File: config.mk
export PLATFORM = sky130hd
export DESIGN_NAME = jtag_tap_boundary_scan
export DESIGN_NICKNAME = d
export VERILOG_FILES = /design/src/rtl/tap_pkg.sv /design/src/rtl/jtag_tap_boundary_scan.sv
export SDC_FILE = /design/constraint.sdc
export NUM_CORES = 1
export LEC_CHECK = 0
export ABC_AREA = 1
export BUFFER_PORTS_ARGS = -buffer_cell sky130_fd_sc_hd__buf_2
export CAP_MARGIN = 20
export CORE_MARGIN = 8
export CORE_UTILIZATION = 40
export DETAILED_ROUTE_END_ITERATION = 16
export PLACE_DENSITY = 0.55
export SYNTH_ARGS = -nofsm -noshare
export SYNTH_HDL_FRONTEND = slang
export SYNTH_SLANG_ARGS = --single-unit
File: constraint.sdc
create_clock -name mclk -period 3.35 [get_ports mclk]
set_clock_uncertainty 0.2 [all_clocks]
set_input_delay 0.5025 -clock mclk [delete_from_list [all_inputs] [get_ports mclk]]
set_output_delay 0.5025 -clock mclk [all_outputs]
set_load 0.02 [all_outputs]
File: src/rtl/tap_pkg.sv
// Constants, states and opcodes shared by the boundary scan test logic.
// Assumes one system clock that samples the test pins; no software access.
// Contract
// - Test logic is a state controller, instruction register and selected data registers.
// - Exactly three data registers: bypass, identification and boundary scan.
// - Bypass carries serial data whenever no other data register is accessed.
// - Identification register is 32 bits: lsb, identifier, part and version fields.
// - Boundary register has three cells per pin, serial and parallel in and out.
// - Controller is the standard sixteen-state machine in four state bits.
// - Transitions follow the test mode select level at each rising test clock edge.
// - Instruction states touch only the instruction register, data states only the selected one.
// - Controller derives all capture, shift and update controls from mode select and clock.
// - After power-up the controller sits in Test-Logic-Reset with no clock needed.
// - Five rising edges with mode select high always reach Test-Logic-Reset.
// - Test reset pin forces Test-Logic-Reset at once, without the test clock.
// - Decoder knows opcodes 00, 01, 05, 07, 0e, 0f and ff.
// - Boundary cells form one chain from data in to data out.
package tap_pkg;
	typedef enum logic [3:0] {
		ST_TLR, ST_RTI, ST_SEL_DR, ST_CAP_DR, ST_SH_DR, ST_EX1_DR, ST_PA_DR,
		ST_EX2_DR, ST_UPD_DR, ST_SEL_IR, ST_CAP_IR, ST_SH_IR, ST_EX1_IR,
		ST_PA_IR, ST_EX2_IR, ST_UPD_IR
	} tap_state_e;
	typedef enum logic [1:0] {SEL_BYPASS, SEL_IDENT, SEL_BOUND} dr_sel_e;
	localparam int IR_W = 8;
	localparam logic [7:0] OP_EXTEST = 8'h00;
	localparam logic [7:0] OP_SAMPLE = 8'h01;
	localparam logic [7:0] OP_CLAMP = 8'h05;
	localparam logic [7:0] OP_HIGHZ = 8'h07;
	localparam logic [7:0] OP_USERCODE = 8'h0e;
	localparam logic [7:0] OP_IDCODE = 8'h0f;
	localparam logic [7:0] OP_BYPASS = 8'hff;
	localparam logic [7:0] IR_CAPTURE = 8'h01;
	localparam int NUM_IO = 4;
	localparam int CELLS_PER_IO = 3;
	localparam int BSR_LEN = NUM_IO * CELLS_PER_IO;
	localparam int CELL_IN = 0;
	localparam int CELL_OUT = 1;
	localparam int CELL_OE = 2;
	// Identity fields; the values are arbitrary.
	localparam logic [3:0] ID_VERSION = 4'h1;
	localparam logic [15:0] ID_PART = 16'h0123;
	localparam logic [10:0] ID_MAKER = 11'h055;
	localparam logic [31:0] ID_VALUE = {ID_VERSION, ID_PART, ID_MAKER, 1'b1};
	localparam logic [31:0] USER_VALUE = 32'h0000_0000;
	localparam logic [2:0] RESET_TMS_COUNT = 3'h5;
endpackage : tap_pkg

File: src/rtl/jtag_tap_boundary_scan.sv
// Test access port with instruction register and three data registers.
// Assumes the test pins are asynchronous to mclk; tck runs far below mclk.
`timescale 1ns/1ps
module jtag_tap_boundary_scan
	import tap_pkg::*;
(
	input wire logic mclk,
	input wire logic rst,
	input wire logic tck,
	input wire logic tms,
	input wire logic tdi,
	input wire logic trst_n,
	output logic tdo,
	output logic tdo_oe,
	input wire logic [NUM_IO-1:0] pad_in,
	input wire logic [NUM_IO-1:0] core_out,
	input wire logic [NUM_IO-1:0] core_oe,
	output logic [NUM_IO-1:0] pad_out,
	output logic [NUM_IO-1:0] pad_oe,
	output logic [NUM_IO-1:0] core_in
);
	function automatic dr_sel_e select_dr(input logic [IR_W-1:0] op);
		case (op)
			OP_IDCODE, OP_USERCODE: select_dr = SEL_IDENT;
			OP_EXTEST, OP_SAMPLE: select_dr = SEL_BOUND;
			default: select_dr = SEL_BYPASS;
		endcase
	endfunction : select_dr

	logic [2:0] tck_ff;
	logic [1:0] tms_ff, tdi_ff;
	logic [NUM_IO-1:0] pin_s1_ff, pin_s2_ff;
	logic tck_rise, tck_fall;
	tap_state_e state_ff, nxt_state;
	logic [IR_W-1:0] ir_ff, ir_sh_ff;
	logic byp_ff;
	logic [31:0] id_sh_ff;
	logic [BSR_LEN-1:0] bsr_sh_ff, bsr_upd_ff, cap_vec;
	dr_sel_e sel;
	logic tdo_src, in_shift;
	logic [2:0] tms_cnt_ff;
	logic [1:0] trst_sync_ff;
	logic any_rst;
	wire trst_clr = rst | ~trst_n;

	// The test reset pin clears the port at once; its release passes two
	// flops so that no register leaves reset close to a clock edge.
	always_ff @(posedge mclk or posedge trst_clr)
	begin
		if (trst_clr)
			trst_sync_ff <= 2'h0;
		else
			trst_sync_ff <= {trst_sync_ff[0], 1'b1};
	end
	assign any_rst = ~trst_sync_ff[1];

	// Only the second stage of each synchroniser feeds logic, except tck, whose second and third stages make the edge pulses.
	always_ff @(posedge mclk or posedge rst)
	begin
		if (rst)
		begin
			tck_ff <= 3'h0;
			tms_ff <= 2'h3;
			tdi_ff <= 2'h3;
			pin_s1_ff <= '0;
			pin_s2_ff <= '0;
		end
		else
		begin
			tck_ff <= {tck_ff[1:0], tck};
			tms_ff <= {tms_ff[0], tms};
			tdi_ff <= {tdi_ff[0], tdi};
			pin_s1_ff <= pad_in;
			pin_s2_ff <= pin_s1_ff;
		end
	end
	assign tck_rise = tck_ff[1] & ~tck_ff[2];
	assign tck_fall = ~tck_ff[1] & tck_ff[2];

	always_comb
	begin
		nxt_state = state_ff;
		case (state_ff)
			ST_TLR: nxt_state = tms_ff[1] ? ST_TLR : ST_RTI;
			ST_RTI: nxt_state = tms_ff[1] ? ST_SEL_DR : ST_RTI;
			ST_SEL_DR: nxt_state = tms_ff[1] ? ST_SEL_IR : ST_CAP_DR;
			ST_CAP_DR: nxt_state = tms_ff[1] ? ST_EX1_DR : ST_SH_DR;
			ST_SH_DR: nxt_state = tms_ff[1] ? ST_EX1_DR : ST_SH_DR;
			ST_EX1_DR: nxt_state = tms_ff[1] ? ST_UPD_DR : ST_PA_DR;
			ST_PA_DR: nxt_state = tms_ff[1] ? ST_EX2_DR : ST_PA_DR;
			ST_EX2_DR: nxt_state = tms_ff[1] ? ST_UPD_DR : ST_SH_DR;
			ST_UPD_DR: nxt_state = tms_ff[1] ? ST_SEL_DR : ST_RTI;
			ST_SEL_IR: nxt_state = tms_ff[1] ? ST_TLR : ST_CAP_IR;
			ST_CAP_IR: nxt_state = tms_ff[1] ? ST_EX1_IR : ST_SH_IR;
			ST_SH_IR: nxt_state = tms_ff[1] ? ST_EX1_IR : ST_SH_IR;
			ST_EX1_IR: nxt_state = tms_ff[1] ? ST_UPD_IR : ST_PA_IR;
			ST_PA_IR: nxt_state = tms_ff[1] ? ST_EX2_IR : ST_PA_IR;
			ST_EX2_IR: nxt_state = tms_ff[1] ? ST_UPD_IR : ST_SH_IR;
			ST_UPD_IR: nxt_state = tms_ff[1] ? ST_SEL_DR : ST_RTI;
			default: nxt_state = ST_TLR;
		endcase
	end

	// The test reset pin acts straight on the state so it needs no clock.
	always_ff @(posedge mclk or posedge any_rst)
	begin
		if (any_rst)
			state_ff <= ST_TLR;
		else if (tck_rise)
			state_ff <= nxt_state;
	end

	always_ff @(posedge mclk or posedge any_rst)
	begin
		if (any_rst)
		begin
			ir_ff <= OP_IDCODE;
			ir_sh_ff <= IR_CAPTURE;
		end
		else if (state_ff == ST_TLR)
			ir_ff <= OP_IDCODE;
		else if (tck_rise)
		begin
			case (state_ff)
				ST_CAP_IR: ir_sh_ff <= IR_CAPTURE;
				ST_SH_IR: ir_sh_ff <= {tdi_ff[1], ir_sh_ff[IR_W-1:1]};
				ST_UPD_IR: ir_ff <= ir_sh_ff;
				default: ;
			endcase
		end
	end

	assign sel = select_dr(ir_ff);

	generate
		for (genvar i = 0; i < NUM_IO; i++)
		begin : g_cap
			assign cap_vec[CELLS_PER_IO*i+CELL_IN] = pin_s2_ff[i];
			assign cap_vec[CELLS_PER_IO*i+CELL_OUT] = core_out[i];
			assign cap_vec[CELLS_PER_IO*i+CELL_OE] = core_oe[i];
		end
	endgenerate

	always_ff @(posedge mclk or posedge any_rst)
	begin
		if (any_rst)
		begin
			byp_ff <= 1'b0;
			id_sh_ff <= ID_VALUE;
			bsr_sh_ff <= '0;
			bsr_upd_ff <= '0;
		end
		else if (tck_rise)
		begin
			case (sel)
				SEL_BYPASS:
				begin
					if (state_ff == ST_CAP_DR)
						byp_ff <= 1'b0;
					else if (state_ff == ST_SH_DR)
						byp_ff <= tdi_ff[1];
				end
				SEL_IDENT:
				begin
					if (state_ff == ST_CAP_DR)
						id_sh_ff <= (ir_ff == OP_IDCODE) ? ID_VALUE : USER_VALUE;
					else if (state_ff == ST_SH_DR)
						id_sh_ff <= {tdi_ff[1], id_sh_ff[31:1]};
				end
				default:
				begin
					if (state_ff == ST_CAP_DR)
						bsr_sh_ff <= cap_vec;
					else if (state_ff == ST_SH_DR)
						bsr_sh_ff <= {tdi_ff[1], bsr_sh_ff[BSR_LEN-1:1]};
					else if (state_ff == ST_UPD_DR)
						bsr_upd_ff <= bsr_sh_ff;
				end
			endcase
		end
	end

	always_comb
	begin
		in_shift = (state_ff == ST_SH_IR) || (state_ff == ST_SH_DR);
		if (state_ff == ST_SH_IR)
			tdo_src = ir_sh_ff[0];
		else if (sel == SEL_IDENT)
			tdo_src = id_sh_ff[0];
		else if (sel == SEL_BOUND)
			tdo_src = bsr_sh_ff[0];
		else
			tdo_src = byp_ff;
	end

	// Sampling on the falling edge gives the far end half a period of hold.
	always_ff @(posedge mclk or posedge any_rst)
	begin
		if (any_rst)
		begin
			tdo <= 1'b0;
			tdo_oe <= 1'b0;
		end
		else if (tck_fall)
		begin
			tdo <= in_shift ? tdo_src : 1'b0;
			tdo_oe <= in_shift;
		end
	end

	// Pins follow the update stage under EXTEST and CLAMP; HIGHZ turns every pin driver off.
	generate
		for (genvar i = 0; i < NUM_IO; i++)
		begin : g_pin
			always_ff @(posedge mclk or posedge rst)
			begin
				if (rst)
				begin
					pad_out[i] <= 1'b0;
					pad_oe[i] <= 1'b0;
					core_in[i] <= 1'b0;
				end
				else
				begin
					if (ir_ff == OP_HIGHZ)
					begin
						pad_out[i] <= 1'b0;
						pad_oe[i] <= 1'b0;
					end
					else if (ir_ff == OP_EXTEST || ir_ff == OP_CLAMP)
					begin
						pad_out[i] <= bsr_upd_ff[CELLS_PER_IO*i+CELL_OUT];
						pad_oe[i] <= bsr_upd_ff[CELLS_PER_IO*i+CELL_OE];
					end
					else
					begin
						pad_out[i] <= core_out[i];
						pad_oe[i] <= core_oe[i];
					end
					core_in[i] <= (ir_ff == OP_EXTEST) ?
						bsr_upd_ff[CELLS_PER_IO*i+CELL_IN] : pin_s2_ff[i];
				end
			end
		end
	endgenerate

	always_ff @(posedge mclk or posedge any_rst)
	begin
		if (any_rst)
			tms_cnt_ff <= 3'h0;
		else if (tck_rise)
		begin
			if (!tms_ff[1])
				tms_cnt_ff <= 3'h0;
			else if (tms_cnt_ff != RESET_TMS_COUNT)
				tms_cnt_ff <= tms_cnt_ff + 3'h1;
		end
	end

	a_five_tms_reset: assert property (@(posedge mclk) disable iff (any_rst)
		(tms_cnt_ff == RESET_TMS_COUNT) |-> (state_ff == ST_TLR))
		else $error("Five high mode select edges did not reach reset.");
	a_state_on_edge: assert property (@(posedge mclk) disable iff (any_rst)
		!tck_rise |=> $stable(state_ff))
		else $error("State moved without a rising test clock.");
	a_tlr_exit: assert property (@(posedge mclk) disable iff (any_rst)
		(state_ff == ST_TLR && tck_rise && !tms_ff[1]) |=> (state_ff == ST_RTI))
		else $error("Low mode select did not leave reset for idle.");
	a_ir_update_load: assert property (@(posedge mclk) disable iff (any_rst)
		(state_ff == ST_UPD_IR && tck_rise) |=> (ir_ff == $past(ir_sh_ff)))
		else $error("Instruction did not load at update.");
	a_reset_idcode: assert property (@(posedge mclk) disable iff (any_rst)
		(state_ff == ST_TLR) |=> (ir_ff == OP_IDCODE))
		else $error("Reset did not select identification.");
	a_id_capture: assert property (@(posedge mclk) disable iff (any_rst)
		(state_ff == ST_CAP_DR && tck_rise && ir_ff == OP_IDCODE)
		|=> (id_sh_ff == ID_VALUE && id_sh_ff[0]))
		else $error("Identification capture wrong.");
	a_unknown_bypass: assert property (@(posedge mclk) disable iff (any_rst)
		(ir_ff != OP_EXTEST && ir_ff != OP_SAMPLE && ir_ff != OP_IDCODE &&
		ir_ff != OP_USERCODE) |-> (sel == SEL_BYPASS))
		else $error("Unsupported opcode did not pick bypass.");
	a_tdo_idle: assert property (@(posedge mclk) disable iff (any_rst)
		tck_fall |=> (tdo_oe == $past(in_shift)) && (tdo_oe || !tdo))
		else $error("Data out active outside shift.");
	a_highz_pins: assert property (@(posedge mclk) disable iff (rst)
		(ir_ff == OP_HIGHZ) |=> (pad_oe == '0))
		else $error("Pins driven under high impedance.");
	a_bypass_shift: assert property (@(posedge mclk) disable iff (any_rst)
		(state_ff == ST_SH_DR && tck_rise && sel == SEL_BYPASS)
		|=> (byp_ff == $past(tdi_ff[1])))
		else $error("Bypass did not take data in.");
endmodule : jtag_tap_boundary_scan

==> metrics.md, run 1 <==
| Metric | Value |
|---|---|
| Status | `complete, no violations` |
| CTS root buf | `clkbuf_16` |
| Vias in the first global route | `3561` |
| Syn Area/Cell | `8.61 µm²` |
| Netlist Area Pre-Place | `4590 µm²` |
| Dominant synthesized flop cell | `dfrtp_1` |
| FFs w/ async S/R, synth | `1.00` |
| Gr usage total | `0.148` |
| R2r startpoint | `state_ff[2]` |
| CTS tree | `done` |
| CP Cell Sequence | `nor2_1, nand2_2, buf_4, inv_1, nand4_2, o21ai_0, nand2_1, nand2_1` |
| Top cell by count, worst path | `nand2_1` |
| Layout area overhead | `14.0%` |
| Switching power total | `approximately 1.1 mW` |
| Total Neg Setup Slack | `0 ns` |
| CP arrival | `2.49 ns` |
| DIE AREA | `15200 µm²` |
| Initial core utilization | `0.405` |
| Worst-path clk slew | `approximately 0.070 ns` |
| DR iter-0 viols | `281` |
| PwrDens | `658 nW/µm²` |
| Row count | `39` |
| Layout Cells excl Fill | `715` |
| Die width | `approximately 120 µm` |
| Total CTS buffers | `9` |
| Flops & latches, synth | `108` |
| Antenna viol nets, final | `0` |
| Worst setup EP type | `flip-flop` |
| Largest net degree at the start of global routing | `80` |
| Max-Cap Viols | `0` |
| Crit Path Max Fanout | `48` |
| Clock Tree Buf Depth | `2` |
| Reg power frac | `0.489` |
| Clock power frac | `0.303` |
| Worst min-delay path class | `input port to flip-flop` |
| Final setup fails | `0` |
| Ant diodes | `0` |
| Vias per inst | `4.96` |
| Sw frac | `0.328` |
| CP Launch Type | `flip-flop` |
| Grt ovf | `0` |
| Initial antenna violation count | `0` |
| Yosys warns | `0` |
| Per-cell routed wire length | `14.4 µm` |
| Crit path required time | `3.44 ns` |
| Slowest-stage cell, CP | `dfrtp_1` |
| Synth Instances | `533` |
| RSZ-0062 raised after global routing | `no` |
| Synth Net Count | `approximately 550` |
| Crit path kind | `flip-flop to flip-flop` |
| Pre-Repair DR Iteration Count | `5` |
| Internal power | `2.31 mW` |
| DRC violations left | `0` |
| Clock H-tree levels | `3` |
| Max-slew headroom | `0.493` |
| Peak supply drop | `0.000375 V` |
| Gate power share | `0.209` |
| Ranking of synthesized cells by area | `dfrtp_1 (49%), nand2_1 (14%), dfstp_2 (11%)` |
| Worst hold path startpoint | `tms` |
| Die Height | `123 µm` |
| Vias | `roughly 3500` |
| Number of distinct library cells after synthesis | `27` |
| F_max | `416 MHz` |
| Nets | `585` |
| Layout cells sized above 1 | `0.154` |
| I/O Buffers | `31` |
| Core ar. | `11300 µm²` |
| Post-DP HPWL | `6.68 mm` |
| Final period util | `0.718` |
| Final Hold Viols | `0` |
| Clk sinks | `approximately 110` |
| Post-Place Cells | `693` |
| Synth top area share | `0.485` |
| Crit path from | `state_ff[2]` |
| Fin. max-slew vios | `0` |
| Total Wirelength | `10.3 mm` |
| Top Ports | `32` |
| Synth area leader | `dfrtp_1` |
| Slowest stage delay, CP | `0.48 ns` |
| Period minus WS final | `2.41 ns` |
| Post-CTS sizing | `0` |
| Leak Pwr | `around 2.7 nW` |
| Number of synthesized flops with an enable pin | `0` |
| Routability-driven placement congestion ratio | `0.831` |
| Least-Margin Pin Slew | `about 0.76 ns` |
| Clock Latency Late Sink | `around 0.35 ns` |
| First-pass GRT wire length | `17.6 mm` |
| Post-synthesis sequential area ratio | `0.594` |
==> critical path, delay by kind of cell, from the launching register on <==
kind | cells | cell delay, ns
AOI/OAI and AO/OA | 1 | 0.17
buffers and inverters | 2 | 0.61
DFF | 1 | 0.48
and+or+nand+nor | 5 | 0.85
==> cell usage in the layout, fill, tap and decap left out, types with 6 or more instances in the layout <==
cell and n:
clkbuf_16 9, inv_1 51, nand3_1 38, dfrtp_1 88, nand2_2 6, o21ai_0 74
dfstp_2 19, nand2_1 169, buf_2 31, nor2_1 34, a21oi_1 11
==> cells by family (layout without fill, tap and decap cells) <==
family | count (synthesis) | count (layout) | share of synthesized area
DFF | 108 | 108 | 0.594
and+or+nand+nor | 258 | 258 | 0.234
other | 1 | 1 | 0.000817
AOI/OAI and AO/OA | 94 | 94 | 0.104
buffers and inverters | 72 | 111 | 0.0668
==> metal layers <==
metal | global-route usage | wire [µm] | vias up
li1 | - | - | 1758
met1 | 0.194 | 4870 | 1692
met2 | 0.229 | 4800 | 81
met3 | 0.0470 | 449 | 16
met4 | 0.0467 | 186 | 0
met5 | 0 | 0 | -
==> cells in the mapped netlist (all sizes together), types with 3 or more instances <==
master	number
nand2	175
dfrtp	89
o21ai	78
inv	54
nand3	39
nor2	39
dfstp	19
buf	12
a21oi	11
clkbuf	5
nand4	4
o22ai	3
==> sequential cells by signal (all words and copies together) (netlist names), 2 cells and up <==
register,count
bsr_sh_ff,12
bsr_upd_ff,12
core_in,4
id_sh_ff,32
ir_ff,8
ir_sh_ff,8
pad_oe,4
pad_out,4
pin_s1_ff,4
pin_s2_ff,4
state_ff,4
tck_ff,3
tdi_ff,2
tms_ff,2
trst_sync_ff,2
==> power by group through the flow <==
stage / Combinational (mW) / Clock, mW / Sequential, mW
2_1_floorplan: 0.534 / 0 / 1.68
3_3_place_gp: 0.682 / 0 / 1.71
3_5_place_dp: 0.688 / 0 / 1.72
4_1_cts: 0.690 / 1.07 / 1.70
5_1_grt: 0.828 / 1.12 / 1.71
6_report: 0.718 / 1.04 / 1.68
==> layout make-up <==
class / instances / area (µm²)
Inverter: 55 / 208
Sequential cell: 108 / 2730
Clock inverter: 5 / 42.5
Fill cell: 1115 / 6090
Clock buffer: 11 / 243
Multi-Input combinational cell: 353 / 1560
Timing Repair Buffer: 40 / 273
Tap cell: 143 / 179
==> worst paths after layout <==
path | to | slack, ns | cells after the start
min in group asynchronous | id_sh_ff[12] | 0.11 | 0
min reg2reg | id_sh_ff[12] | 0.11 | 0
max in group asynchronous | trst_sync_ff[1] | 1.88 | 4
max reg2reg | id_sh_ff[1] | 0.94 | 8
max | id_sh_ff[1] | 0.94 | 8
min | tms_ff[0] | 0.05 | 1
==> through the flow <==
step	worst slack, ns	total power, mW	cell area, µm²	utilization	hold slack (ns)
final	0.944	3.44	5230	0.462	0.0540
after detailed placement	0.992	2.40	4850	0.428	0.136
after CTS	0.977	3.46	5150	0.455	0.0410
after global placement	0.940	2.40	4850	0.428	0.134
after floorplan	0.753	2.21	4590	-	0.0995
after global routing	0.752	3.65	5230	0.462	0.0389
==> timing repair <==
item,4_1_cts,5_1_grt
setup buffers,0,0
hold buffers,2,2
hold endpoints to repair,2,12
No activity file was read; power rests on OpenSTA's default activity.
==> inputs of run 2 (changes only) <==
--- a/config.mk
+++ b/config.mk
@@ -11,7 +11,7 @@
 export CORE_MARGIN = 8
 export CORE_UTILIZATION = 40
 export DETAILED_ROUTE_END_ITERATION = 16
-export PLACE_DENSITY = 0.55
+export PLACE_DENSITY = 0.57
 export SYNTH_ARGS = -nofsm -noshare
 export SYNTH_HDL_FRONTEND = slang
 export SYNTH_SLANG_ARGS = --single-unit
==> constraint.sdc (replaced) <==
create_clock -name mclk -period 2.17 [get_ports mclk]
set_clock_uncertainty 0.2 [all_clocks]
set_input_delay 0.3255 -clock mclk [delete_from_list [all_inputs] [get_ports mclk]]
set_output_delay 0.3255 -clock mclk [all_outputs]
set_load 0.02 [all_outputs]
==> run 2 against run 1 <==
Net effect: non-clock buffer count rose by 15; clock-buffer cell count down 2; clock power increased by 74%; cell count grew 2.1%; design area rose by 3.2%; global-route usage up 0.081 points; setup slack worse by 0.68 ns; core utilization increased by 1.5 points; total power up 62%; critical path depth grew 1; critical path type unchanged; largest power group unchanged.
==> metrics.md, run 2 (synthesis gave the netlist of run 1 again) <==
| Metric | Value |
|---|---|
| Die Height | `123 µm (unchanged)` |
| Post-DP HPWL | `7.10 mm (was 6.68 mm)` |
| Layout area overhead | `17.7% (was 14.0%)` |
| Grt ovf | `0 (unchanged)` |
| Antenna viol nets, final | `0 (unchanged)` |
| Total Wirelength | `10.3 mm (about the same)` |
| F_max | `525 MHz (was 416 MHz)` |
| Crit path from | `ir_ff[7] (was state_ff[2])` |
| DIE AREA | `15200 µm² (unchanged)` |
| Initial antenna violation count | `0 (unchanged)` |
| Period minus WS final | `1.90 ns (was 2.41 ns)` |
| Most used routing layer | `met2 (unchanged)` |
| Nets | `600 (was 585)` |
| Least-Margin Pin Slew | `0.606 ns (was 0.761 ns)` |
| Vias per inst | `4.95 (was 4.96)` |
| Crit Path Max Fanout | `24 (was 48)` |
| Vias | `3612 (was 3547)` |
| DRC violations left | `0 (unchanged)` |
| Ant diodes | `0 (unchanged)` |
| Clk sinks | `108 (unchanged)` |
| Final core occ | `0.477 (was 0.462)` |
| Sequential Area | `2730 µm² (unchanged)` |
| Die width | `123 µm (unchanged)` |
| Initial core utilization | `0.405 (unchanged)` |
| CP Launch Type | `flip-flop (unchanged)` |
| DR iter-0 viols | `227 (was 281)` |
| Max-slew headroom | `0.592 (was 0.493)` |
| Layout cells sized above 1 | `0.169 (was 0.154)` |
| Worst setup EP type | `flip-flop (unchanged)` |
| FF-to-FF End | `bsr_sh_ff[11] (was id_sh_ff[1])` |
| Top Ports | `32 (unchanged)` |
| Gr usage total | `0.149 (was 0.148)` |
| Row count | `39 (unchanged)` |
| Max-Cap Viols | `0 (unchanged)` |
| Crit path required time | `2.20 ns (was 3.44 ns)` |
| Final period util | `0.878 (was 0.718)` |
| Worst Reg-to-Reg Cells | `9 (was 8)` |
| Status | `complete, no violations (unchanged)` |
| Worst-path clk slew | `0.07 ns (about the same)` |
| Filler cell count in the final layout | `1107 (was 1115)` |
| PwrDens | `1030 nW/µm² (was 658 nW/µm²)` |
| Final Hold Viols | `0 (unchanged)` |
| Clock Latency Late Sink | `0.35 ns (about the same)` |
| Top reg by flops | `id_sh_ff (unchanged)` |
| Top flop regs | `id_sh_ff x32, bsr_sh_ff x12, bsr_upd_ff x12 (unchanged)` |
| RSZ-0062 raised after global routing | `no (unchanged)` |
| R2R setup slack | `0.27 ns (was 0.94 ns)` |
| Clock H-tree levels | `3 (unchanged)` |
| Crit path kind | `flip-flop to flip-flop (unchanged)` |
| Per-cell routed wire length | `14.1 µm (was 14.4 µm)` |
| CP arrival | `1.93 ns (was 2.49 ns)` |
| Routability-driven placement congestion ratio | `0.879 (was 0.831)` |
| Peak supply drop | `0.000480 V (was 0.000375 V)` |
| GR Layer Usage met3 | `0.0237 (was 0.0470)` |
| Total Neg Setup Slack | `0 ns (unchanged)` |
| Vias in the first global route | `3652 (was 3561)` |
| Clock Tree Buf Depth | `2 (unchanged)` |
| Pre-Repair DR Iteration Count | `5 (unchanged)` |
| Core ar. | `11300 µm² (unchanged)` |
| M2 GR Usage | `0.241 (was 0.229)` |
| CTS root buf | `clkbuf_16 (unchanged)` |
| Total CTS buffers | `9 (unchanged)` |
| M1 GR Usage | `0.193 (was 0.194)` |
| First-pass GRT wire length | `17.9 mm (was 17.6 mm)` |
| Max reg flops | `32 (unchanged)` |
| Final setup fails | `0 (unchanged)` |
| I/O Buffers | `31 (unchanged)` |
| Commonest non-fill, non-tap cell in the layout | `nand2_1 (unchanged)` |
| Worst Hold Slack | `0.00368 ns (was 0.0540 ns)` |
| Leak Pwr | `2.80 nW (was 2.72 nW)` |
| R2r startpoint | `ir_ff[7] (was state_ff[2])` |
| Commonest cells after routing, fill and taps aside | `nand2_1 (168), dfrtp_1 (88), o21ai_0 (74) (was nand2_1 (169), dfrtp_1 (88), o21ai_0 (74))` |
| CP endpoint | `bsr_sh_ff[11] (was id_sh_ff[1])` |
| Post-CTS Setup Inserts | `0 (unchanged)` |
| Multi-input gate area | `1570 µm² (was 1560 µm²)` |
| Largest net degree at the start of global routing | `47 (was 80)` |
| CTS tree | `done (unchanged)` |
| Fin. max-slew vios | `0 (unchanged)` |
| Worst min-delay path class | `flip-flop to async pin (was input port to flip-flop)` |
-- run 2: how the worst min path moves through the flow --
| stage | end | from | cells past startpoint |
|---|---|---|---|
| floorplan | trst_sync_ff[0] | rst | 1 |
| global placement | bsr_sh_ff[8] | trst_sync_ff[1] | 0 |
| detailed placement | bsr_upd_ff[8] | trst_sync_ff[1] | 0 |
| CTS | bsr_upd_ff[8] | trst_sync_ff[1] | 0 |
| global route | bsr_upd_ff[8] | trst_sync_ff[1] | 0 |
| finish | bsr_upd_ff[8] | trst_sync_ff[1] | 0 |
-- run 2: through the flow --
| stage | worst slack [ns] | cell area [µm²] | cells | total power [mW] |
|---|---|---|---|---|
| floorplan | 0.511 | 4590 | 533 | 3.42 |
| global placement | 0.164 | 4960 | 704 | 3.76 |
| detailed placement | 0.0946 | 4960 | 704 | 3.77 |
| CTS | 0.0658 | 5390 | 730 | 5.62 |
| global route | 0.0260 | 5400 | 730 | 5.91 |
| finish | 0.266 | 5400 | 730 | 5.57 |
-- run 2: power by group --
group	leakage [nW]	switching (mW)	internal, mW	total [mW]
sequential	1.31	0.190	2.39	2.58
combinational	1.34	0.773	0.408	1.18
clock	0.156	0.781	1.03	1.81
total	2.80	1.74	3.83	5.57
-- run 2: cell type report --
type / instances / area share
Sequential cell: 108 / 0.506
Multi-Input combinational cell: 353 / 0.290
Timing Repair Buffer: 55 / 0.0714
Clock buffer: 9 / 0.0417
Inverter: 55 / 0.0385
Tap cell: 143 / 0.0331
Clock inverter: 7 / 0.0197
-- run 2: worst max-delay path: stages, from the launching register on --
cell	delay [ns]
dfrtp_1	0.39
nor2_1	0.16
nand2_1	0.13
clkinv_2	0.12
nand2_1	0.11
nor2_2	0.17
nand2_1	0.10
buf_4	0.22
nor2_1	0.13
a21oi_1	0.05
-- run 2: repair_timing --
item | CTS | global route
setup endpoints to repair | 0 | 15
hold buffers | 10 | 0
gates resized for setup | 0 | 2
endpoints found under the hold margin | 32 | 0
-- run 2: per-layer routing --
| metal | up-vias | part of all wire |
|---|---|---|
| met2 | 82 | 0.48 |
| met4 | 0 | 0.023 |
| met1 | 1728 | 0.45 |
| met3 | 17 | 0.038 |
| li1 | 1785 | - |
| met5 | - | 0 |
